$ cat src/rtl/epi_map.svh
// Register indices, field positions and reset values of the pin interrupt unit.
`ifndef EPI_MAP_SVH
`define EPI_MAP_SVH

`define EPI_IDX_W 7
`define EPI_ADR_MSB 8
`define EPI_ADR_LSB 2
`define EPI_BYTE_W 8
`define EPI_SENSE_W 2
`define EPI_ARM_W 3

`define EPI_IDX_DED_EN 7'h1d
`define EPI_IDX_GRP_EN 7'h68
`define EPI_IDX_SENSE 7'h20
`define EPI_IDX_DED_FLAG 7'h1c
`define EPI_IDX_GRP_FLAG 7'h1b
`define EPI_IDX_MASK0 7'h6b
`define EPI_IDX_MASK1 7'h6c
`define EPI_IDX_MASK2 7'h6d
`define EPI_IDX_MASK3 7'h73

`define EPI_RESET_BYTE 8'h00
`define EPI_PAD_ZERO 24'h00_0000

`endif

$ cat src/rtl/epi_pkg.sv
// Types shared by the pin interrupt unit.
package epi_pkg;

    typedef enum logic [1:0] {
        EPI_SENSE_LOW = 2'h0,
        EPI_SENSE_ANY = 2'h1,
        EPI_SENSE_FALL = 2'h2,
        EPI_SENSE_RISE = 2'h3
    } epi_sense_t;

endpackage : epi_pkg

$ cat src/rtl/epi_sync.sv
// Two-stage synchroniser for a vector of pin levels.
module epi_sync #(
    parameter int WIDTH = 1
)
(
    input wire logic mclk_i,
    input wire logic reset_n_i,
    input wire logic [WIDTH-1:0] async_i,
    output logic [WIDTH-1:0] sync_o
);

    logic [WIDTH-1:0] stage1_reg;
    logic [WIDTH-1:0] stage2_reg;

    // The first stage feeds only the second stage.
    always_ff @(posedge mclk_i or negedge reset_n_i)
    begin
        if (!reset_n_i)
        begin
            stage1_reg <= '0;
            stage2_reg <= '0;
        end
        else
        begin
            stage1_reg <= async_i;
            stage2_reg <= stage1_reg;
        end
    end

    assign sync_o = stage2_reg;

endmodule : epi_sync

$ cat src/rtl/epi_ext_irq.sv
// Dedicated pin and pin-change interrupt unit with a Wishbone register port.
`include "epi_map.svh"
module epi_ext_irq
    import epi_pkg::*;
#(
    parameter int NUM_DED = 3,
    parameter int NUM_GROUPS = 4,
    parameter int GROUP_WIDTH = 8
)
(
    input wire logic mclk_i,
    input wire logic reset_n_i,
    input wire logic wb_cyc_i,
    input wire logic wb_stb_i,
    input wire logic wb_we_i,
    input wire logic [`EPI_ADR_MSB:0] wb_adr_i,
    input wire logic [3:0] wb_sel_i,
    input wire logic [31:0] wb_dat_i,
    output logic [31:0] wb_dat_o,
    output logic wb_ack_o,
    input wire logic [NUM_DED-1:0] dedicated_irq_pins_i,
    input wire logic [NUM_GROUPS*GROUP_WIDTH-1:0] change_detect_inputs_i,
    input wire logic global_irq_enable_i,
    input wire logic sleep_i,
    input wire logic [NUM_DED-1:0] dedicated_served_i,
    input wire logic [NUM_GROUPS-1:0] group_served_i,
    output logic [NUM_DED-1:0] dedicated_request_o,
    output logic [NUM_GROUPS-1:0] change_group_request_o,
    output logic wake_o
);

    localparam int NPC = NUM_GROUPS * GROUP_WIDTH;

    // Field widths are bound by the eight-bit registers and four mask slots.
    generate
        if (NUM_DED < 1 || NUM_DED > 3 || NUM_GROUPS < 1 ||
            NUM_GROUPS > 4 || GROUP_WIDTH != `EPI_BYTE_W)
        begin : g_bad_param
            $error("epi_ext_irq: unsupported parameter values");
        end
    endgenerate

    function automatic logic [NUM_GROUPS-1:0] epi_mask_slot(
        input logic [`EPI_IDX_W-1:0] idx
    );
        logic [3:0] hit4;
        hit4 = {idx == `EPI_IDX_MASK3, idx == `EPI_IDX_MASK2,
                idx == `EPI_IDX_MASK1, idx == `EPI_IDX_MASK0};
        epi_mask_slot = hit4[NUM_GROUPS-1:0];
    endfunction : epi_mask_slot

    logic ack_reg;
    logic [31:0] dat_reg;
    logic [NUM_DED-1:0] ded_en_reg;
    logic [NUM_GROUPS-1:0] grp_en_reg;
    logic [`EPI_SENSE_W*NUM_DED-1:0] sense_reg;
    logic [GROUP_WIDTH-1:0] mask_reg [NUM_GROUPS];
    logic [NUM_DED-1:0] ded_flag_reg;
    logic [NUM_GROUPS-1:0] grp_flag_reg;
    logic [NUM_DED-1:0] ded_prev_reg;
    logic [NPC-1:0] pc_prev_reg;
    logic [`EPI_ARM_W-1:0] arm_reg;
    logic [NUM_DED-1:0] ded_req_reg;
    logic [NUM_GROUPS-1:0] grp_req_reg;
    logic wake_reg;

    logic bus_req;
    logic bus_wr;
    logic ack_next;
    logic [31:0] dat_next;
    logic [`EPI_IDX_W-1:0] reg_idx;
    logic [`EPI_BYTE_W-1:0] wr_byte;
    logic [`EPI_BYTE_W-1:0] rd_byte;
    logic sel_ded_en;
    logic sel_grp_en;
    logic sel_sense;
    logic sel_ded_flag;
    logic sel_grp_flag;
    logic [NUM_GROUPS-1:0] sel_mask;
    logic [GROUP_WIDTH-1:0] mask_rd [NUM_GROUPS+1];
    logic [NUM_DED-1:0] ded_en_next;
    logic [NUM_GROUPS-1:0] grp_en_next;
    logic [`EPI_SENSE_W*NUM_DED-1:0] sense_next;

    logic armed;
    logic [NUM_DED-1:0] ded_pin_eff;
    logic [NUM_DED-1:0] ded_s;
    logic [NPC-1:0] pc_s;
    logic [NPC-1:0] pc_diff;
    logic [NUM_DED-1:0] ded_rise;
    logic [NUM_DED-1:0] ded_fall;
    logic [NUM_DED-1:0] ded_lvl;
    logic [NUM_DED-1:0] ded_hit;
    logic [NUM_DED-1:0] ded_clr;
    logic [NUM_DED-1:0] ded_flag_next;
    logic [NUM_DED-1:0] ded_req_next;
    logic [NUM_GROUPS-1:0] pc_hit;
    logic [NUM_GROUPS-1:0] grp_clr;
    logic [NUM_GROUPS-1:0] grp_flag_next;
    logic [NUM_GROUPS-1:0] grp_req_next;
    logic wake_next;

    // Bus decode. Writes land on the edge at which the master sees ack.
    assign bus_req = wb_cyc_i & wb_stb_i;
    assign bus_wr = bus_req & wb_we_i & wb_sel_i[0] & ack_reg;
    assign reg_idx = wb_adr_i[`EPI_ADR_MSB:`EPI_ADR_LSB];
    assign wr_byte = wb_dat_i[`EPI_BYTE_W-1:0];
    assign sel_ded_en = (reg_idx == `EPI_IDX_DED_EN);
    assign sel_grp_en = (reg_idx == `EPI_IDX_GRP_EN);
    assign sel_sense = (reg_idx == `EPI_IDX_SENSE);
    assign sel_ded_flag = (reg_idx == `EPI_IDX_DED_FLAG);
    assign sel_grp_flag = (reg_idx == `EPI_IDX_GRP_FLAG);
    assign sel_mask = epi_mask_slot(reg_idx);

    assign ded_en_next = (bus_wr & sel_ded_en) ?
        wr_byte[NUM_DED-1:0] : ded_en_reg;
    assign grp_en_next = (bus_wr & sel_grp_en) ?
        wr_byte[NUM_GROUPS-1:0] : grp_en_reg;
    assign sense_next = (bus_wr & sel_sense) ?
        wr_byte[`EPI_SENSE_W*NUM_DED-1:0] : sense_reg;

    assign mask_rd[0] = `EPI_RESET_BYTE;

    // Read mux; unmapped indices answer with zero.
    // Reserved bits zero
    assign rd_byte =
        sel_ded_en ? {{(`EPI_BYTE_W-NUM_DED){1'b0}}, ded_en_reg} :
        sel_grp_en ? {{(`EPI_BYTE_W-NUM_GROUPS){1'b0}}, grp_en_reg} :
        sel_sense ? {{(`EPI_BYTE_W-`EPI_SENSE_W*NUM_DED){1'b0}},
                     sense_reg} :
        sel_ded_flag ? {{(`EPI_BYTE_W-NUM_DED){1'b0}}, ded_flag_reg} :
        sel_grp_flag ? {{(`EPI_BYTE_W-NUM_GROUPS){1'b0}}, grp_flag_reg} :
        mask_rd[NUM_GROUPS];

    assign ack_next = bus_req & ~ack_reg;
    assign dat_next = ack_next ? {`EPI_PAD_ZERO, rd_byte} : '0;

    always_ff @(posedge mclk_i or negedge reset_n_i)
    begin
        if (!reset_n_i)
        begin
            ack_reg <= 1'b0;
            dat_reg <= '0;
        end
        else
        begin
            ack_reg <= ack_next;
            dat_reg <= dat_next;
        end
    end

    always_ff @(posedge mclk_i or negedge reset_n_i)
    begin
        if (!reset_n_i)
        begin
            ded_en_reg <= '0;
            grp_en_reg <= '0;
            sense_reg <= '0;
        end
        else
        begin
            ded_en_reg <= ded_en_next;
            grp_en_reg <= grp_en_next;
            sense_reg <= sense_next;
        end
    end

    // Input buffer off
    // A disabled pin reads low in sleep, so a high pin can raise a flag.
    assign ded_pin_eff = dedicated_irq_pins_i &
        ~({NUM_DED{sleep_i}} & ~ded_en_reg);

    // Pad levels sampled
    // Pads are sampled whatever their drive direction, so software can
    // raise an interrupt by driving the pin itself.
    epi_sync #(
        .WIDTH(NPC + NUM_DED)
    ) u_sync (
        .mclk_i(mclk_i),
        .reset_n_i(reset_n_i),
        .async_i({change_detect_inputs_i, ded_pin_eff}),
        .sync_o({pc_s, ded_s})
    );

    // Edges are ignored until the synchroniser has filled after reset.
    assign armed = arm_reg[`EPI_ARM_W-1];

    always_ff @(posedge mclk_i or negedge reset_n_i)
    begin
        if (!reset_n_i)
        begin
            arm_reg <= '0;
            ded_prev_reg <= '0;
            pc_prev_reg <= '0;
        end
        else
        begin
            arm_reg <= {arm_reg[`EPI_ARM_W-2:0], 1'b1};
            ded_prev_reg <= ded_s;
            pc_prev_reg <= pc_s;
        end
    end

    genvar i;
    generate
        for (i = 0; i < NUM_DED; i++)
        begin : g_ded
            epi_sense_t mode;
            assign mode = epi_sense_t'(sense_reg[`EPI_SENSE_W*i +:
                                                 `EPI_SENSE_W]);
            assign ded_rise[i] = ded_s[i] & ~ded_prev_reg[i];
            assign ded_fall[i] = ~ded_s[i] & ded_prev_reg[i];
            assign ded_lvl[i] = (mode == EPI_SENSE_LOW);
            assign ded_hit[i] = armed & (
                (mode == EPI_SENSE_ANY) ? (ded_rise[i] | ded_fall[i]) :
                (mode == EPI_SENSE_FALL) ? ded_fall[i] :
                (mode == EPI_SENSE_RISE) & ded_rise[i]);
        end
    endgenerate

    assign ded_clr = ((bus_wr & sel_ded_flag) ?
        wr_byte[NUM_DED-1:0] : '0) | dedicated_served_i;

    // Flag set wins
    // Level mode pins the flag at zero; otherwise a new edge beats a clear.
    assign ded_flag_next = ~ded_lvl &
        ((ded_flag_reg & ~ded_clr) | ded_hit);

    // Level seen live
    // A level that has gone before it is sampled leaves no request behind.
    assign ded_req_next = ded_en_reg & {NUM_DED{global_irq_enable_i}} &
        ((ded_lvl & ~ded_s) | ded_flag_next);

    assign pc_diff = pc_s ^ pc_prev_reg;

    genvar g;
    generate
        for (g = 0; g < NUM_GROUPS; g++)
        begin : g_grp
            always_ff @(posedge mclk_i or negedge reset_n_i)
            begin
                if (!reset_n_i)
                    mask_reg[g] <= `EPI_RESET_BYTE;
                else if (bus_wr & sel_mask[g])
                    mask_reg[g] <= wr_byte;
            end
            assign mask_rd[g+1] = mask_rd[g] |
                (sel_mask[g] ? mask_reg[g] : `EPI_RESET_BYTE);
            // Clocked comparison
            // A toggle that reverts before the clock samples it is not seen.
            assign pc_hit[g] = armed &
                (|(pc_diff[g*GROUP_WIDTH +: GROUP_WIDTH] & mask_reg[g]));
        end
    endgenerate

    assign grp_clr = ((bus_wr & sel_grp_flag) ?
        wr_byte[NUM_GROUPS-1:0] : '0) | group_served_i;
    assign grp_flag_next = (grp_flag_reg & ~grp_clr) | pc_hit;

    assign grp_req_next = grp_en_reg &
        {NUM_GROUPS{global_irq_enable_i}} & grp_flag_next;

    // Wake request
    // Wake-up still relies on this clock; a halted clock needs an outer
    // asynchronous path to the power controller.
    assign wake_next = (|(ded_en_reg & ((ded_lvl & ~ded_s) | ded_hit))) |
        (|(grp_en_reg & pc_hit));

    always_ff @(posedge mclk_i or negedge reset_n_i)
    begin
        if (!reset_n_i)
        begin
            ded_flag_reg <= '0;
            grp_flag_reg <= '0;
            ded_req_reg <= '0;
            grp_req_reg <= '0;
            wake_reg <= 1'b0;
        end
        else
        begin
            ded_flag_reg <= ded_flag_next;
            grp_flag_reg <= grp_flag_next;
            ded_req_reg <= ded_req_next;
            grp_req_reg <= grp_req_next;
            wake_reg <= wake_next;
        end
    end

    assign wb_ack_o = ack_reg;
    assign wb_dat_o = dat_reg;
    assign dedicated_request_o = ded_req_reg;
    assign change_group_request_o = grp_req_reg;
    assign wake_o = wake_reg;
endmodule : epi_ext_irq

$ cat config.mk
export PLATFORM = sky130hd
export DESIGN_NAME = epi_ext_irq
export DESIGN_NICKNAME = d
export VERILOG_FILES = /design/src/rtl/epi_pkg.sv /design/src/rtl/epi_sync.sv /design/src/rtl/epi_ext_irq.sv
export VERILOG_INCLUDE_DIRS = /design/src /design/src/rtl
export SDC_FILE = /design/constraint.sdc
export NUM_CORES = 1
export LEC_CHECK = 0
export BUFFER_PORTS_ARGS = -buffer_cell sky130_fd_sc_hd__buf_2
export CORE_MARGIN = 1.5
export CORE_UTILIZATION = 46
export DETAILED_ROUTE_END_ITERATION = 10
export HOLD_SLACK_MARGIN = 0.02
export PLACE_DENSITY = 0.73
export SLEW_MARGIN = 10
export SYNTH_ARGS = -nofsm -noshare
export SYNTH_HDL_FRONTEND = slang
export SYNTH_HIERARCHICAL = 1
export SYNTH_SLANG_ARGS = --single-unit
$ cat constraint.sdc
create_clock -name mclk_i -period 3.25 [get_ports mclk_i]
set_clock_uncertainty 0.05 [all_clocks]
set_input_delay 0.1625 -clock mclk_i [delete_from_list [all_inputs] [get_ports mclk_i]]
set_output_delay 0.1625 -clock mclk_i [all_outputs]
set_load 0.02 [all_outputs]
==> results by group <==
Yosys
  • Top cells by area in the synthesized netlist: dfrtp_1 (66%), mux2_2 (7.3%), xor2_1 (4.1%)
  • Main synth FF type: dfrtp_1
  • Synth cell count leaders: dfrtp_1 (177), mux2_2 (44), xor2_1 (32)
  • Avg Cell Area, Syn: 13.9 µm²
  • Area leader, netlist: dfrtp_1
  • Synth top area share: 0.656
  • Sequential fraction of the synthesis area: 0.656
  • Synth unique cells: 62
  • Async set-reset flop share out of synthesis: 1.00
  • Cells after Synth: 486
  • Synth Register Bits: 177
  • Mapped Area: 6760 µm²
  • Most frequent cell after synthesis: dfrtp_1
  • EDFF count, synth: 0
  • Yosys warnings: 6

Critical path
  • CP max stage cell: and2_1
  • Critical Path Fanout Max: 13
  • Critical path, cell by cell: nand3_1, nor2_1, buf_4, and2_1, mux2_2
  • Flop-to-flop setup slack: 1420 ps
  • Reg2reg path depth: 5
  • CP Launch Type: register
  • CP Launch Point: wb_ack_o
  • CP arrival: 2100 ps
  • Worst setup path endpoint: mask_reg[8]
  • Critical Path End Type: register
  • Crit path kind: register to register
  • Worst r2r src: wb_ack_o
  • R2R Path End: mask_reg[8]
  • Critical Path RT: 3510 ps
  • Slowest stage delay, CP: 410 ps

Timing
  • Total negative setup slack: 0 ps
  • Worst slew pin tran: 631 ps
  • Slew Viols, Final: 0
  • RSZ-0062 raised after global routing: no
  • Final Hold Viols: 0
  • Fin crit period: 1830 ps
  • Max Clock Freq: 546 MHz
  • Final Setup Violations: 0
  • Period utilization: 0.563
  • Worst rel slew slack: 0.578
  • Final Hold Slack: 39.4 ps

Detailed routing
  • Final WL: 14100 µm
  • Via count: 4298
  • Final ANT Viol Nets: 0
  • Wire per inst: 17.1 µm
  • Vias per Instance: 5.22
  • Number of remaining DRC errors: 0
  • Drt pass-1 iters: 4
  • 1st-iter DRT viols: 275

Final layout
  • Multi-input logic area: 2070 µm²
  • Layout area overhead: 23.2%
  • FF+latch area: 4430 µm²
  • Layout cells sized above 1: 0.262
  • Finished Layout Cells: 823
  • Final net count: 724
  • Fillers: 1182

Clock network
  • Clock Tree Buf Depth: 2
  • Root Driver: clkbuf_16
  • # Post-CTS Setup Buffers: 0
  • Reg clk slew, reported paths: 70 ps
  • Number of hold buffers added after CTS: 47
  • CTS tree: yes
  • CTS buffer count: 17
  • Clock sinks: 177
  • Worst skew pair latency: 430 ps
  • CTS-repair resized insts: 0
  • CTS H-tree depth: 4

Power and ir drop
  • Switching Power: 0.00110 W
  • Pleak: 4.05 nW
  • Power per cell area: 541 nW/µm²
  • Peak supply drop: 0.000506 V
  • Flop pwr share: 0.514
  • Logic pwr share: 0.058
  • P_int: 0.00340 W
  • Net Sw Frac: 0.244
  • Clk pwr share: 0.428

Floorplan
  • Die height: 124 µm
  • Cell Rows: 44
  • Die footprint: 15400 µm²
  • CORE AREA: 14400 µm²
  • Starting Density: 0.468
  • I/O pin count: 135
  • Chip width: 124 µm

Placed design
  • Port-buffer cells: 81
  • Post-DP HPWL: 10100 µm
  • Inst Count DP: 742
  • Final GP Congestion: 0.906

Global routing
  • Total GRT Usage: 0.200
  • Antenna violations before repair: 2
  • Pin count of the biggest net entering global routing: 79
  • Vias in the first global route: 4363
  • Global-route wire length before repair: 22500 µm
  • Gr ovfl total: 0

Min path
  • Hold crit path type: input pin to register

Outcome
  • Status: finished clean

Run
  • Maxcap violations: 0
[cell type report]
class,count,area share
clock buffer,17,0.0511
timing repair buffer,133,0.112
multi-input combinational,272,0.249
antenna,2,0.000601
inverter,23,0.0104
clock inverter,15,0.0173
sequential,177,0.532
tap,184,0.0276
[power by group through the flow]
stage          sequential [W]  combinational, W  clock, W
2_1_floorplan         0.00235          0.000122         0
3_3_place_gp          0.00235          0.000214         0
3_5_place_dp          0.00236          0.000220         0
4_1_cts               0.00232          0.000264   0.00197
5_1_grt               0.00232          0.000294   0.00208
6_report              0.00231          0.000262   0.00193
[cell usage in the layout (no fill, tap or decap), drive strengths merged, types with 9 or more instances in the layout]
master,netlist,layout
a21oi,10,10
a22oi,25,25
buf,33,86
clkbuf,4,17
conb,2,25
dfrtp,177,177
dlygate4sd3,0,47
inv,23,32
mux2,44,44
nand2,13,13
nor2,10,10
o21ai,9,9
xor2,32,32
[worst max-delay path: cells and delay by family (launching register included)]
kind	cells	cell delay, ps
simple gates	3	690
flops	1	380
buf+inv	1	210
mux	1	390
[per-layer routing]
layer  track usage  part of all wire  up-vias
met3        0.0559             0.052       45
met2         0.313              0.49      140
li1              -                 -     1968
met5             0                 0        -
met4         0.105             0.040        0
met1         0.254              0.42     2145
[logic make-up after synthesis]
logic type / synth area share
AND/OR/NAND/NOR: 0.0657
other: 0.00111
multiplexers: 0.0763
adder cells (fa/ha/maj): 0.0111
buffers and inverters: 0.0502
XOR/XNOR: 0.0415
flip-flops: 0.656
AO/OA/AOI/OAI: 0.0985
[per-stage QoR]
step                utilization  area, µm²  power [W]  setup WS, ps
floorplan                     -       6840    0.00247          1460
detailed placement        0.505       7280    0.00258          1180
CTS                       0.577       8320    0.00455          1430
global placement          0.505       7280    0.00257          1180
finish                    0.577       8330    0.00450          1420
global route              0.577       8330    0.00470          1330
[how the worst min path moves through the flow]
stage | from | endpoint | slack [ps] | depth (start not counted)
after floorplan | reset_n_i | arm_reg[0] | -180 | 0
final | group_served_i[1] | grp_flag_reg[1] | 40 | 3
after global placement | reset_n_i | u_sync/stage1_reg[22] | 90 | 1
after detailed placement | reset_n_i | u_sync/stage1_reg[22] | 100 | 1
after global routing | group_served_i[1] | grp_flag_reg[1] | 60 | 3
after CTS | group_served_i[1] | grp_flag_reg[1] | 20 | 3
Note: power is estimated with default switching activity, not from simulation.
